==> src/rtl/ttac_consts.svh <==
`ifndef TTAC_CONSTS_SVH
`define TTAC_CONSTS_SVH

`define TTAC_CLK_HZ 20000000
// interval lengths in milliseconds
`define TTAC_STOP_REL_MS 100
`define TTAC_OPS_REL_MS 20
`define TTAC_BOOST_MS 200
`define TTAC_START_MS 1000
`define TTAC_KICK_MS 50
// cycle counts derived from the rate (rounded down, longest times)
`define TTAC_MS_CYC (`TTAC_CLK_HZ / 1000)
`define TTAC_STOP_REL_CYC (`TTAC_STOP_REL_MS * `TTAC_MS_CYC)
`define TTAC_OPS_REL_CYC (`TTAC_OPS_REL_MS * `TTAC_MS_CYC)
`define TTAC_BOOST_CYC (`TTAC_BOOST_MS * `TTAC_MS_CYC)
`define TTAC_START_CYC (`TTAC_START_MS * `TTAC_MS_CYC)
`define TTAC_KICK_CYC (`TTAC_KICK_MS * `TTAC_MS_CYC)

// apb register map
`define TTAC_REG_CTRL 12'h000
`define TTAC_REG_STATUS 12'h004
`define TTAC_REG_COUNT 12'h008
`define TTAC_CTRL_RESET 32'h0000_0000
`define TTAC_CTRL_REEL_BIT 0
`define TTAC_CTRL_CLR_BIT 1

`endif

==> src/rtl/ttac_pkg.sv <==
package ttac_pkg;
   typedef struct packed {
      logic play;
      logic pause;
      logic record;
      logic reverse_wind_mode;
      logic fast_forward;
      logic fast_wind;
   } ttac_modes_s;

   typedef struct packed {
      logic capstan_sol;
      logic brake_sol;
      logic sol_boost;
      logic reel_hot_20v;
      logic reel_boost_24v;
      logic reel_hold_12v;
      logic right_drive_en;
      logic left_drive_en;
      logic right_kick;
      logic reel_bias_large;
      logic capstan_power;
   } ttac_drive_s;
endpackage : ttac_pkg

==> src/rtl/ttac_actuator.sv <==
`include "ttac_consts.svh"

module ttac_actuator #(
   parameter int unsigned STOP_REL_CYC = `TTAC_STOP_REL_CYC,
   parameter int unsigned OPS_REL_CYC = `TTAC_OPS_REL_CYC,
   parameter int unsigned BOOST_CYC = `TTAC_BOOST_CYC,
   parameter int unsigned START_CYC = `TTAC_START_CYC,
   parameter int unsigned KICK_CYC = `TTAC_KICK_CYC,
   parameter int unsigned CNT_W = 16
) (
   input wire logic clk,
   input wire logic rst,
   input wire ttac_pkg::ttac_modes_s mode_in,
   input wire logic first_photo_sensor,
   input wire logic second_photo_sensor,
   input wire logic arm_normal,
   input wire logic reel_size_selector,
   output logic stop_force,
   output logic ops_enable,
   output logic speed_fault,
   output ttac_pkg::ttac_drive_s drive,
   output logic direction_flip_flop,
   output logic count_up,
   output logic count_pulse,
   input wire logic psel,
   input wire logic penable,
   input wire logic pwrite,
   input wire logic [11:0] paddr,
   input wire logic [31:0] pwdata,
   output logic [31:0] prdata,
   output logic pready,
   output logic pslverr
);
   import ttac_pkg::*;

   localparam int unsigned TW = 32;

   // a down-counter is live while cycles remain
   function automatic logic cnt_live(input logic [TW-1:0] cnt);
      return cnt != 32'h0;
   endfunction : cnt_live

   // the load edge already drives the output, so one cycle less is loaded
   function automatic logic [TW-1:0] cnt_load(input int unsigned cyc);
      if (cyc == 0)
         return 32'h0;
      return TW'(cyc - 1);
   endfunction : cnt_load

   // access phase of a transfer to one register
   function automatic logic apb_hit(input logic sel, input logic en,
                                    input logic [11:0] addr,
                                    input logic [11:0] reg_addr);
      return sel && en && addr == reg_addr;
   endfunction : apb_hit

   // synchronisers: first stage read only by the second
   logic [3:0] sync1_q;
   logic [3:0] sync2_q;
   always_ff @(posedge clk or posedge rst) begin
      if (rst) begin
         sync1_q <= 4'h0;
      end else begin
         sync1_q <= {reel_size_selector, arm_normal, second_photo_sensor,
                     first_photo_sensor};
      end
   end

   always_ff @(posedge clk or posedge rst) begin
      if (rst) begin
         sync2_q <= 4'h0;
      end else begin
         sync2_q <= sync1_q;
      end
   end

   logic ch_a;
   logic ch_b;
   logic arm_ok;
   logic size_sel;
   assign ch_a = sync2_q[0];
   assign ch_b = sync2_q[1];
   assign arm_ok = sync2_q[2];
   assign size_sel = sync2_q[3];

   // power-up release timer, frozen once stop has cleared
   logic [TW-1:0] pwr_cnt_q;
   logic stop_hold_q;
   logic ops_hold_q;
   always_ff @(posedge clk or posedge rst) begin
      if (rst) begin
         pwr_cnt_q <= 32'h0;
      end else if (stop_hold_q) begin
         pwr_cnt_q <= pwr_cnt_q + 32'h1;
      end
   end

   always_ff @(posedge clk or posedge rst) begin
      if (rst) begin
         ops_hold_q <= 1'b1;
      end else if (pwr_cnt_q >= TW'(OPS_REL_CYC)) begin
         ops_hold_q <= 1'b0;
      end
   end

   always_ff @(posedge clk or posedge rst) begin
      if (rst) begin
         stop_hold_q <= 1'b1;
      end else if (pwr_cnt_q >= TW'(STOP_REL_CYC)) begin
         stop_hold_q <= 1'b0;
      end
   end

   // stop is the last to clear: operations stay held while stop holds
   assign ops_enable = !ops_hold_q && !stop_hold_q;
   assign stop_force = stop_hold_q || !arm_ok;
   assign speed_fault = !arm_ok;

   // effective modes: all operation requests masked while stopped
   ttac_modes_s m;
   logic play_m;
   logic wind_m;
   assign m = stop_force ? '0 : mode_in;
   assign play_m = m.play;
   assign wind_m = m.fast_forward | m.reverse_wind_mode | m.fast_wind;

   // solenoid pull-in detection; boost restarts on every pull-in
   logic cap_sol;
   logic brk_sol;
   logic cap_sol_q;
   logic brk_sol_q;
   logic pull_in;
   logic boost_on;
   logic [TW-1:0] boost_cnt_q;
   assign cap_sol = play_m;
   assign brk_sol = play_m | wind_m;
   assign pull_in = (cap_sol && !cap_sol_q) || (brk_sol && !brk_sol_q);

   always_ff @(posedge clk or posedge rst) begin
      if (rst) begin
         cap_sol_q <= 1'b0;
         brk_sol_q <= 1'b0;
      end else begin
         cap_sol_q <= cap_sol;
         brk_sol_q <= brk_sol;
      end
   end

   always_ff @(posedge clk or posedge rst) begin
      if (rst) begin
         boost_cnt_q <= 32'h0;
      end else if (pull_in) begin
         boost_cnt_q <= cnt_load(BOOST_CYC);
      end else if (cnt_live(boost_cnt_q)) begin
         boost_cnt_q <= boost_cnt_q - 32'h1;
      end
   end
   // boost shows on the pull-in edge itself, not a cycle late
   assign boost_on = pull_in || cnt_live(boost_cnt_q);

   // reel start and right-reel kick timers, cleared when play ends
   logic play_q;
   logic play_rise;
   logic start_on;
   logic kick_on;
   logic [TW-1:0] start_cnt_q;
   logic [TW-1:0] kick_cnt_q;
   always_ff @(posedge clk or posedge rst) begin
      if (rst) begin
         play_q <= 1'b0;
      end else begin
         play_q <= play_m;
      end
   end
   assign play_rise = play_m && !play_q;

   always_ff @(posedge clk or posedge rst) begin
      if (rst) begin
         start_cnt_q <= 32'h0;
      end else if (play_rise) begin
         start_cnt_q <= cnt_load(START_CYC);
      end else if (!play_m) begin
         start_cnt_q <= 32'h0;
      end else if (cnt_live(start_cnt_q)) begin
         start_cnt_q <= start_cnt_q - 32'h1;
      end
   end

   always_ff @(posedge clk or posedge rst) begin
      if (rst) begin
         kick_cnt_q <= 32'h0;
      end else if (play_rise) begin
         kick_cnt_q <= cnt_load(KICK_CYC);
      end else if (!play_m) begin
         kick_cnt_q <= 32'h0;
      end else if (cnt_live(kick_cnt_q)) begin
         kick_cnt_q <= kick_cnt_q - 32'h1;
      end
   end
   assign start_on = play_m && (play_rise || cnt_live(start_cnt_q));
   assign kick_on = play_m && (play_rise || cnt_live(kick_cnt_q));

   // apb control register: reel size invert and counter clear
   logic [31:0] ctrl_q;
   logic [CNT_W-1:0] count_q;
   always_ff @(posedge clk or posedge rst) begin
      if (rst) begin
         ctrl_q <= `TTAC_CTRL_RESET;
      end else if (pwrite
                   && apb_hit(psel, penable, paddr, `TTAC_REG_CTRL)) begin
         ctrl_q <= {31'h0, pwdata[`TTAC_CTRL_REEL_BIT]};
      end
   end

   // output drive registers, one concern to a block
   logic drv_cap_q;
   logic drv_brk_q;
   logic drv_boost_q;
   always_ff @(posedge clk or posedge rst) begin
      if (rst) begin
         drv_cap_q <= 1'b0;
         drv_brk_q <= 1'b0;
         drv_boost_q <= 1'b0;
      end else begin
         drv_cap_q <= cap_sol;
         drv_brk_q <= brk_sol;
         drv_boost_q <= (cap_sol | brk_sol) && boost_on;
      end
   end

   // reel supplies: 20 V standby, 24 V start, 12 V steady
   logic drv_hot_q;
   logic drv_r24_q;
   logic drv_r12_q;
   always_ff @(posedge clk or posedge rst) begin
      if (rst) begin
         drv_hot_q <= 1'b0;
         drv_r24_q <= 1'b0;
         drv_r12_q <= 1'b0;
      end else begin
         drv_hot_q <= !play_m;
         drv_r24_q <= start_on;
         drv_r12_q <= play_m && !start_on;
      end
   end

   // reel drive returns stay open until play
   logic drv_ren_q;
   logic drv_len_q;
   logic drv_kick_q;
   always_ff @(posedge clk or posedge rst) begin
      if (rst) begin
         drv_ren_q <= 1'b0;
         drv_len_q <= 1'b0;
         drv_kick_q <= 1'b0;
      end else begin
         drv_ren_q <= play_m;
         drv_len_q <= play_m;
         drv_kick_q <= kick_on;
      end
   end

   logic drv_bias_q;
   always_ff @(posedge clk or posedge rst) begin
      if (rst) begin
         drv_bias_q <= 1'b0;
      end else begin
         drv_bias_q <= size_sel ^ ctrl_q[`TTAC_CTRL_REEL_BIT];
      end
   end

   logic drv_cpwr_q;
   always_ff @(posedge clk or posedge rst) begin
      if (rst) begin
         drv_cpwr_q <= 1'b0;
      end else begin
         drv_cpwr_q <= arm_ok;
      end
   end

   assign drive = '{capstan_sol: drv_cap_q, brake_sol: drv_brk_q,
      sol_boost: drv_boost_q, reel_hot_20v: drv_hot_q,
      reel_boost_24v: drv_r24_q, reel_hold_12v: drv_r12_q,
      right_drive_en: drv_ren_q, left_drive_en: drv_len_q,
      right_kick: drv_kick_q, reel_bias_large: drv_bias_q,
      capstan_power: drv_cpwr_q};

   // quadrature: rising edge of channel one samples channel two
   logic ch_a_q;
   logic a_rise;
   always_ff @(posedge clk or posedge rst) begin
      if (rst) begin
         ch_a_q <= 1'b0;
      end else begin
         ch_a_q <= ch_a;
      end
   end
   assign a_rise = ch_a && !ch_a_q;

   always_ff @(posedge clk or posedge rst) begin
      if (rst) begin
         direction_flip_flop <= 1'b1;
      end else if (a_rise) begin
         // channel two low at channel one rise means forward
         direction_flip_flop <= !ch_b;
      end
   end

   always_ff @(posedge clk or posedge rst) begin
      if (rst) begin
         count_pulse <= 1'b0;
      end else begin
         count_pulse <= a_rise;
      end
   end
   assign count_up = direction_flip_flop;

   // local tape count; a clear in the same cycle as a pulse wins
   always_ff @(posedge clk or posedge rst) begin
      if (rst) begin
         count_q <= '0;
      end else if (pwrite && pwdata[`TTAC_CTRL_CLR_BIT]
                   && apb_hit(psel, penable, paddr, `TTAC_REG_CTRL)) begin
         count_q <= '0;
      end else if (count_pulse) begin
         if (count_up) begin
            count_q <= count_q + CNT_W'(1);
         end else begin
            count_q <= count_q - CNT_W'(1);
         end
      end
   end

   // apb slave, zero wait states
   logic addr_ok;
   assign pready = 1'b1;
   assign addr_ok = paddr == `TTAC_REG_CTRL || paddr == `TTAC_REG_STATUS
                    || paddr == `TTAC_REG_COUNT;
   assign pslverr = psel && penable && !addr_ok;

   always_comb begin
      prdata = 32'h0;
      if (psel && !pwrite) begin
         unique case (paddr)
            `TTAC_REG_CTRL: prdata = ctrl_q;
            `TTAC_REG_STATUS: prdata = {25'h0, direction_flip_flop,
               speed_fault, ops_enable, stop_force, drive.sol_boost,
               drive.reel_boost_24v, play_m};
            `TTAC_REG_COUNT: prdata = {{(32 - CNT_W){1'b0}}, count_q};
            default: prdata = 32'h0;
         endcase
      end
   end
endmodule : ttac_actuator

==> config.mk <==
export PLATFORM = sky130hd
export DESIGN_NAME = ttac_actuator
export DESIGN_NICKNAME = d
export VERILOG_FILES = /design/src/rtl/ttac_pkg.sv /design/src/rtl/ttac_actuator.sv
export VERILOG_INCLUDE_DIRS = /design/src /design/src/rtl
export SDC_FILE = /design/constraint.sdc
export NUM_CORES = 1
export LEC_CHECK = 0
export BUFFER_PORTS_ARGS = -buffer_cell sky130_fd_sc_hd__buf_2
export CAP_MARGIN = 40
export CORE_ASPECT_RATIO = 0.5
export CORE_MARGIN = 2
export CORE_UTILIZATION = 55
export DETAILED_ROUTE_END_ITERATION = 8
export GPL_TIMING_DRIVEN = 0
export HOLD_SLACK_MARGIN = 0.12
export PLACE_DENSITY_LB_ADDON = 0.15
export SLEW_MARGIN = 20
export SYNTH_ARGS = -nofsm -noshare
export SYNTH_HDL_FRONTEND = slang
export SYNTH_SLANG_ARGS = --single-unit
==> constraint.sdc <==
create_clock -name clk -period 11.77 [get_ports clk]
set_input_delay 0.5885 -clock clk [delete_from_list [all_inputs] [get_ports clk]]
set_output_delay 0.5885 -clock clk [all_outputs]
set_load 0.05 [all_outputs]
---- Word level (Yosys, flattened, before mapping) ----
Cells that the tools add are included.
cells by class
  $add $sub $neg .......................... 6
  multipliers ............................. 0
  div/mod/pow operators ................... 0
  order comparisons ....................... 2
  equality and inequality tests ........... 4
  shift-type cells ........................ 0
  mux-type cells .......................... 14
  bitwise logic cells ..................... 5
  reduce and logical (&&, ||, !) cells .... 39
operators by type and width
  operator                                                              count
  two-way mux 32 bit                                                    8
  nonzero test 32 bit                                                   3
  subtractor 32 x 1 -> 32 bit (second input constant)                   3
  two-way mux 16 bit                                                    4
  case mux 16 bit (3 select lines)                                      1
  adder 32 x 1 -> 32 bit (second input constant)                        1
  greater-or-equal comparator 32 x 19 -> 1 bit (second input constant)  1
  greater-or-equal comparator 32 x 21 -> 1 bit (second input constant)  1
  adder 16 x 1 -> 16 bit (second input constant)                        1
  subtractor 16 x 1 -> 16 bit (second input constant)                   1
  logical AND 1 bit                                                     15
  == test 12 x 3 -> 1 bit (second input constant)                       1
  == test 12 x 4 -> 1 bit (second input constant)                       1
  zero test 12 bit                                                      1
  zero test 1 bit                                                       11
  logical OR 1 bit                                                      7
  two-way mux 6 bit                                                     1
  inequality test 3 x 1 -> 1 bit (second input constant)                2
  OR 1 bit                                                              4
  nonzero test 2 bit                                                    2
  XOR 1 bit                                                             1
storage, ports and cells
  flip-flop bits (word level) ............. 167
  latch bits .............................. 0
  RAM bits ................................ 0
  bits in read-only memories .............. 0
  output and inout port bits .............. 51
  logic and storage cells ................. 92
  memories ................................ 0

---- Longest topological paths before layout ----
Gate-level depths: netlist (run 1).
  depth in word-level cells ............... 10
  mapped depth ............................ 10

---- Least setup slack after synthesis (run 1) ----
OpenSTA, ideal clock, no wires.
  path type ............................... input to output
  from .................................... in paddr[7]
  to ...................................... out prdata[10]
  arrival ................................. 2370 ps
  data required time ...................... 11182 ps
  slack ................................... 8812 ps
  stages .................................. 6
  cell sequence ........................... nor4_1 -> nand3_1 -> or3b_2 -> clkbuf_1 -> nor2b_1 -> and2_1
between the ends
  longest elaborated chain between the ends .. 3
  elaborated cells between the ends (all ways) .. 5
  those cells by class .................... eq/ne: 2; mux: 2; reduce/logical: 1
ends and longest elaborated chain
  element                                          RTL line              source
  from (decl)                                      ttac_actuator.sv:28   input wire logic [11:0] paddr,
  == test 12 x 4 -> 1 bit (tied with other cells)  ttac_actuator.sv:344  unique case (paddr)
  case mux 16 bit (3 select lines) (*)             ttac_actuator.sv:344
  two-way mux 16 bit (*)                           ttac_actuator.sv:343  if (psel && !pwrite) begin
  to (decl)                                        ttac_actuator.sv:30   output logic [31:0] prdata,
Every way passes the cells marked *; elsewhere a longest branch is shown, timed or not.

---- Worst setup path after layout (run 1) ----
  from .................................... in paddr[7]
  to ...................................... out prdata[7]
Same word-level chain as after synthesis.

==> impl_summary.txt, run 1 <==
----------------------------------------------------
[GRT]
  Via count of the first global-routing pass ... 6867
  First-pass GRT wire length ... 33.0 mm
  Antenna violations before repair ... 0
  Total GRT Usage ... 23.5%
  Leftover overflow at the end of global routing ... 0
  Pin count of the biggest net entering global routing ... 90

[Clocking]
  Number of levels in the clock H-tree ... 4
  Maximum root-to-sink buffer count ... 2
  Clock network latency to the later pin of the worst-skew pair ... roughly 420 ps
  Total clock buffers created by CTS ... 17
  CTS root buffer ... clkbuf_16
  Hold Buf Count CTS ... 0
  Post-CTS setup buffers ... 0
  CTS clock-pin slew for the worst setup and hold paths ... roughly 70 ps
  TritonCTS clock tree ... built
  Post-CTS Resized ... 0
  Total clock sinks ... 167

[Finish]
  Share of cells above drive strength 1 ... 13.6%
  Filler Cell Count ... 1352
  Register area ... approximately 0.0042 mm2
  Antenna diodes ... 0
  Combined area of the multi-input logic cells ... 0.00456 mm2
  Area Overhead vs Synth ... 13.7%
  Layout Nets ... around 1100

[Worst setup path]
  Cell type with the highest occurrence count on the critical path ... buf_2
  Required @ worst endpoint ... 11180 ps
  Depth of the most critical reg-to-reg path ... 8
  Arr. time, crit path ... around 2900 ps
  Reg2reg end ... kick_cnt_q[7]
  Worst Path Max Fanout ... 9
  Critical path's slowest cell ... or3b_2
  Startpoint type of the worst setup path ... input port
  Maximum cell stage delay along the critical path ... 520 ps
  Worst r2r src ... kick_cnt_q[10]
  R2R Setup Slk ... 8610 ps
  Count of buffer and inverter cells on the critical path ... 3
  Cells along the critical path ... buf_2, nor4_1, nand3_1, or3b_2, clkbuf_1, nor2b_1, and2_1, buf_2
  Family with the most delay on the worst path ... simple AND/OR/NAND/NOR gates
  Kind of capture point of the worst setup path ... primary output
  Category of the critical setup timing path ... input port to primary output

[Route]
  Count of vias placed by the detailed router ... 7293
  Detailed Routing Iterations Pass 1 ... 4
  Total detailed-routing wirelength ... roughly 20 mm
  Initial detailed-routing violation count ... 489
  Average detailed-routed wire length per instance ... 15.1 um
  Remaining number of nets flagged by the antenna check after routing ... 0
  DRC violation count after routing ... 0
  Routed via count divided by cell count ... 5.61

[Yosys]
  Count of unique library cells instantiated by Yosys ... 66
  Yosys warning count ... 0
  Gate count after technology mapping ... 961
  Average footprint of a synthesized cell ... approximately 9.5 um2
  Post-synthesis instance area ... 0.00912 mm2
  Synth async-reset ratio ... 100%
  Main synth FF type ... dfrtp_1
  Leading cell types by count after synthesis ... dfrtp_1 (164), nor2_1 (123), nand2_1 (69)
  EDFF count, synth ... 0
  Cell taking the most area after synthesis ... dfrtp_1
  Flip-flop and latch count after synthesis ... 167
  Portion of the post-synthesis area used by sequential elements ... 45.9%
  Area contributors post-synth ... dfrtp_1 (45%), xor2_1 (6.1%), nor2_1 (5.1%), xnor2_1 (4.8%), a21oi_1 (2.9%)
  Most used standard cell by instance count after synthesis ... dfrtp_1
  Area fraction of the dominant cell type after synthesis ... around 45%

[Timing]
  Number of pins exceeding their max-slew limit in the final report ... 0
  Fin Hold WS ... around 240 ps
  Final critical delay including setup and external delays ... 3520 ps
  Count of endpoints failing setup in the final report ... 0
  Final total negative setup slack ... 0 ps
  PnR worst setup slack ... between 8000 and 9000 ps
  Actual slew at the worst max-slew pin ... 790 ps
  Portion of the clock cycle consumed by the worst path in the final layout ... 29.9%
  Worst slew margin relative to its limit ... between 40% and 50%
  Final hold viol count ... 0
  Clock skew after layout ... around 10 ps
  Highest attainable clock frequency ... 0.284 GHz
  Unrepaired setup endpoints after global routing ... no

[Floorplan]
  Floorplan die height ... between 90 and 100 um
  Core footprint ... 0.0163 mm2
  Die X-Extent ... 186 um
  Core Rows ... 33
  I/O pin count ... 110
  Overall die area ... 0.0177 mm2
  Starting density of the core ... 55.9%

[Job]
  Max-cap violation count ... 0

[Placement]
  Worst-case setup slack after placement ... ~8200 ps
  Gpl congestion ... 0.873
  HPWL after DPL ... 13.7 mm
  Port buffer count ... 60

[Power]
  Power per cell area ... 152 mW/mm2
  Static power due to leakage ... 4.72 nW
  Peak supply drop ... around 0.11 mV

[Min path]
  Kind of path behind the tightest hold check ... input port to asynchronous set/reset pin

[Outcome]
  Outcome ... finished clean

----------------------------------------------------
==> routing by layer <==
metal / wire length, um / share of wire [%] / GRT usage, %
met5: 0 / 0 / 0
met4: 206 / 1.0 / 6.30
met3: 758 / 3.9 / 4.32
met2: 8960 / 46 / 37.9
met1: 9700 / 49 / 33.0
==> power by group <==
part | total (W) | internal (W) | switching, W
logic | 0.000395 | 0.000164 | 0.000231
clock network | 0.000533 | 0.000280 | 0.000253
registers | 0.000652 | 0.000615 | 0.0000374
total | 0.00158 | 0.00106 | 0.000522
==> flip-flops by register name, indices dropped and copies added (netlist names), 4 cells and up <==
signal,count
sync2_q,4
count_q,16
start_cnt_q,32
pwr_cnt_q,32
kick_cnt_q,32
boost_cnt_q,32
sync1_q,4
==> worst max-delay path by stage <==
stage	slack [ps]	to	depth (start not counted)	from
2_1_floorplan	6670	boost_cnt_q[0]	1	rst
3_3_place_gp	4790	drv_bias_q	2	rst
3_5_place_dp	8190	prdata[7]	8	paddr[7]
4_1_cts	8190	prdata[7]	8	paddr[7]
5_1_grt	8040	prdata[10]	8	paddr[7]
6_report	8250	prdata[7]	8	paddr[7]
==> kinds of logic after synthesis <==
group	count (synthesis)	share of synthesized area (%)
adders and majority gates	21	2.96
DFF	167	45.9
muxes	11	1.22
buffers and inverters	83	4.80
xor gates and xnor gates	114	10.9
other	2	0.0823
AOI/OAI and AO/OA	137	9.32
and+or+nand+nor	426	24.8
==> metrics by stage <==
stage	total power, W	instances	util, %	instance area (um2)
after global placement	0.00104	1263	59.8	9760
after CTS	0.00158	1299	63.6	10400
after global routing	0.00167	1299	63.6	10400
after detailed placement	0.00105	1267	60.2	9810
final	0.00158	1299	63.6	10400
after floorplan	0.000969	976	-	9180
==> layout by cell type (no fill, tap or decap), types with 23 or more instances in the layout <==
| master | netlist | final |
|---|---|---|
| a21oi_1 | 52 | 52 |
| buf_2 | 2 | 64 |
| buf_4 | 29 | 30 |
| clkbuf_1 | 27 | 28 |
| dfrtp_1 | 164 | 164 |
| nand2_1 | 69 | 69 |
| nand3_1 | 33 | 33 |
| nand4_1 | 28 | 28 |
| nor2_1 | 123 | 123 |
| nor3_1 | 28 | 28 |
| o21ai_0 | 23 | 23 |
| xnor2_1 | 50 | 50 |
| xor2_1 | 64 | 64 |
==> cell type report <==
type / count / share of cell area, %
plain buffers: 61 / 3.43
clock buffers: 18 / 4.14
clock inverters: 14 / 1.22
inverters: 22 / 0.869
multi-input cells: 726 / 43.9
flip-flops and latches: 167 / 40.3
well taps: 227 / 2.74
repair buffers: 64 / 3.33
No activity file was read; power rests on OpenSTA's default activity.
==> inputs of run 2 (changes only) <==
--- a/config.mk
+++ b/config.mk
@@ -10,7 +10,7 @@
 export CAP_MARGIN = 40
 export CORE_ASPECT_RATIO = 0.5
 export CORE_MARGIN = 2
-export CORE_UTILIZATION = 55
+export CORE_UTILIZATION = 53
 export DETAILED_ROUTE_END_ITERATION = 8
 export GPL_TIMING_DRIVEN = 0
 export HOLD_SLACK_MARGIN = 0.12
==> constraint.sdc (replaced) <==
create_clock -name clk -period 3.2 [get_ports clk]
set_input_delay 0.16 -clock clk [delete_from_list [all_inputs] [get_ports clk]]
set_output_delay 0.16 -clock clk [all_outputs]
set_load 0.05 [all_outputs]
==> run 2 against run 1 <==
- cell count rose by 1.3%
- setup slack got worse by 8000 ps
- design area rose by 2.2%
- power rose to 3.8 times the previous value
- clock-buffer cell count rose by 2
- die area rose by 3.7%
- non-clock buffer count rose by 17
- global-route usage fell by 0.57 points
- critical path type is now register to register
==> impl_summary.txt, run 2 (synthesized netlist as in run 1, its figures left out) <==
----------------------------------------------------
[Outcome]
  Outcome ... finished clean (unchanged)

[Floorplan]
  Core Rows ... 33 (unchanged)
  I/O pin count ... 110 (unchanged)
  Die X-Extent ... 190 um (was 186 um)
  Floorplan die height ... 96.8 um (was 95.1 um)
  Core footprint ... 0.0166 mm2 (was 0.0163 mm2)
  Starting density of the core ... 54.9% (was 55.9%)
  Overall die area ... 0.0183 mm2 (was 0.0177 mm2)

[Finish]
  Share of cells above drive strength 1 ... 14.6% (was 13.6%)
  Antenna diodes ... 0 (unchanged)
  Final core occ ... 63.8% (was 63.6%)
  Post-route standard cell area excluding fillers ... 0.0106 mm2 (was 0.0104 mm2)
  Layout Nets ... 1156 (was 1139)
  Combined area of the multi-input logic cells ... 0.00457 mm2 (was 0.00456 mm2)
  Most used cells in the layout excluding fill and tap cells ... dfrtp_1 (164), nor2_1 (123), nand2_1 (69) (unchanged)
  Register area ... 0.00418 mm2 (unchanged)
  Filler Cell Count ... 1425 (was 1352)
  Commonest non-fill, non-tap cell in the layout ... dfrtp_1 (unchanged)
  Area Overhead vs Synth ... 16.2% (was 13.7%)

[Timing]
  Worst slew margin relative to its limit ... 40.3% (was 46.9%)
  Highest attainable clock frequency ... 0.334 GHz
  Clock skew after layout ... 12.3 ps (was 9.88 ps)
  Final total negative setup slack ... 0 ps (unchanged)
  Final hold viol count ... 0 (unchanged)
  Final critical delay including setup and external delays ... 3000 ps
  Actual slew at the worst max-slew pin ... 888 ps (was 790 ps)
  Count of endpoints failing setup in the final report ... 0 (unchanged)
  Unrepaired setup endpoints after global routing ... no (unchanged)
  Portion of the clock cycle consumed by the worst path in the final layout ... about 94%
  Number of pins exceeding their max-slew limit in the final report ... 0 (unchanged)

[Clocking]
  TritonCTS clock tree ... built (unchanged)
  Total clock buffers created by CTS ... 17 (unchanged)
  Maximum root-to-sink buffer count ... 2 (unchanged)
  CTS root buffer ... clkbuf_16 (unchanged)
  Number of levels in the clock H-tree ... 4 (unchanged)
  Total clock sinks ... 167 (unchanged)
  CTS clock-pin slew for the worst setup and hold paths ... 70 ps (about the same)
  Clock network latency to the later pin of the worst-skew pair ... 440 ps (was 420 ps)

[Worst setup path]
  CP Depth ... 9 (was 8)
  Count of buffer and inverter cells on the critical path ... 2 (was 3)
  Arr. time, crit path ... 3350 ps (was 2930 ps)
  Worst Path Max Fanout ... 10 (was 9)
  Critical path's slowest cell ... dfstp_2 (was or3b_2)
  Kind of capture point of the worst setup path ... register (was primary output)
  Cells along the critical path ... clkinvlp_4, buf_4, ha_1, a21o_1, a21o_1, a211o_1, o21ai_0, mux2i_1, mux2i_1 (was buf_2, nor4_1, nand3_1, or3b_2, clkbuf_1, nor2b_1, and2_1, buf_2)
  Maximum cell stage delay along the critical path ... 640 ps (was 520 ps)
  Startpoint type of the worst setup path ... register (was input port)
  Category of the critical setup timing path ... register to register (was input port to primary output)
  Depth of the most critical reg-to-reg path ... 9 (was 8)
  Family with the most delay on the worst path ... compound AO/OA/AOI/OAI gates (was simple AND/OR/NAND/NOR gates)
  Required @ worst endpoint ... 3560 ps (was 11180 ps)

[GRT]
  Total GRT Usage ... 22.9% (was 23.5%)
  Leftover overflow at the end of global routing ... 0 (unchanged)
  Via count of the first global-routing pass ... 6922 (was 6867)
  Global-route layer with the greatest usage ... met2 (unchanged)
  Fraction of met2 tracks used by global routing ... 35.7% (was 37.9%)
  First-pass GRT wire length ... 33.9 mm (was 33.0 mm)
  Pin count of the biggest net entering global routing ... 35 (was 90)
  Met3 global-route usage ... 4.54% (was 4.32%)
  Met1 usage ... 32.6% (was 33.0%)
  Antenna violations before repair ... 0 (unchanged)

[Power]
  Peak supply drop ... 0.433 mV (was 0.111 mV)
  Switching Share ... 32.3% (was 33.0%)
  Share of power burned in combinational logic ... 25.3% (was 25.0%)
  Clock network fraction of design power ... 34.2% (was 33.7%)
  Power per cell area ... 560 mW/mm2 (was 152 mW/mm2)
  Proportion of power drawn by flip-flops and latches ... 40.6% (was 41.3%)
  Post-layout power ... 0.00593 W (was 0.00158 W)
  Static power due to leakage ... 4.80 nW (was 4.72 nW)
  Internal Power ... 0.00402 W (was 0.00106 W)
  Switching power total ... 0.00192 W (was 0.000522 W)

[Route]
  Initial detailed-routing violation count ... 430 (was 489)
  DRC violation count after routing ... 0 (unchanged)
  Routed via count divided by cell count ... 5.65 (was 5.61)
  Count of vias placed by the detailed router ... 7438 (was 7293)
  Total detailed-routing wirelength ... 20.1 mm (was 19.6 mm)
  Remaining number of nets flagged by the antenna check after routing ... 0 (unchanged)
  Detailed Routing Iterations Pass 1 ... 5 (was 4)
  Average detailed-routed wire length per instance ... 15.3 um (was 15.1 um)

[Job]
  Max-cap violation count ... 0 (unchanged)

[Min path]
  Hold path depth ... 3
  Kind of path behind the tightest hold check ... input port to register (was input port to asynchronous set/reset pin)

[Placement]
  Gpl congestion ... 0.873 (about the same)
  Placed cell areas ... 0.00987 mm2 (was 0.00981 mm2)
  HPWL after DPL ... 13.8 mm (was 13.7 mm)
  Port buffer count ... 60 (unchanged)

----------------------------------------------------
==> run 2: timing repair <==
item                                   in CTS  in global routing
endpoints found under the hold margin      78                  0
hold buffers                                8                  0
setup buffers                               0                  6
setup endpoints to repair                   0                 42
resized for setup                           0                  5
==> run 2: layer usage <==
layer	wire (um)	up-vias
li1	-	3578
met1	9740	3633
met2	9070	197
met3	1010	30
met4	298	0
met5	0	-
==> run 2: layout make-up <==
| cell class | instances | share of cell area (%) |
|---|---|---|
| repair buffers | 82 | 5.13 |
| plain buffers | 60 | 3.33 |
| inverters | 22 | 0.850 |
| multi-input cells | 726 | 43.1 |
| clock inverters | 12 | 1.11 |
| well taps | 227 | 2.68 |
| flip-flops and latches | 167 | 39.5 |
| clock buffers | 20 | 4.31 |
==> run 2: worst register-to-register path: stages (launching register included) <==
cell	delay, ps
dfstp_2	640
clkinvlp_4	260
buf_4	230
ha_1	380
a21o_1	220
a21o_1	170
a211o_1	280
o21ai_0	270
mux2i_1	260
mux2i_1	200
==> run 2: through the flow <==
step           setup WS (ps)  hold WS (ps)  cells
2_1_floorplan            440           191    976
3_3_place_gp            -167           268   1263
3_5_place_dp            60.5           200   1270
4_1_cts                 60.9           209   1310
5_1_grt                 52.3           233   1316
6_report                 203           223   1316
==> run 2: power groups by stage <==
stage / clock network (W) / registers (W) / logic [W]
CTS: 0.00205 / 0.00240 / 0.00146
floorplan: 0 / 0.00240 / 0.00116
global placement: 0 / 0.00243 / 0.00139
detailed placement: 0 / 0.00244 / 0.00143
global route: 0.00216 / 0.00243 / 0.00167
finish: 0.00203 / 0.00241 / 0.00150
==> run 2: final timing paths <==
| path | startpoint | endpoint | slack [ps] |
|---|---|---|---|
| min | mode_in[5] | kick_cnt_q[4] | 220 |
| min reg2reg | sync1_q[2] | sync2_q[2] | 350 |
| max in group asynchronous | rst | ctrl_q[0] | 1950 |
| max reg2reg | count_up | count_q[15] | 200 |
| max | count_up | count_q[15] | 200 |
| min in group asynchronous | rst | drv_cpwr_q | 280 |
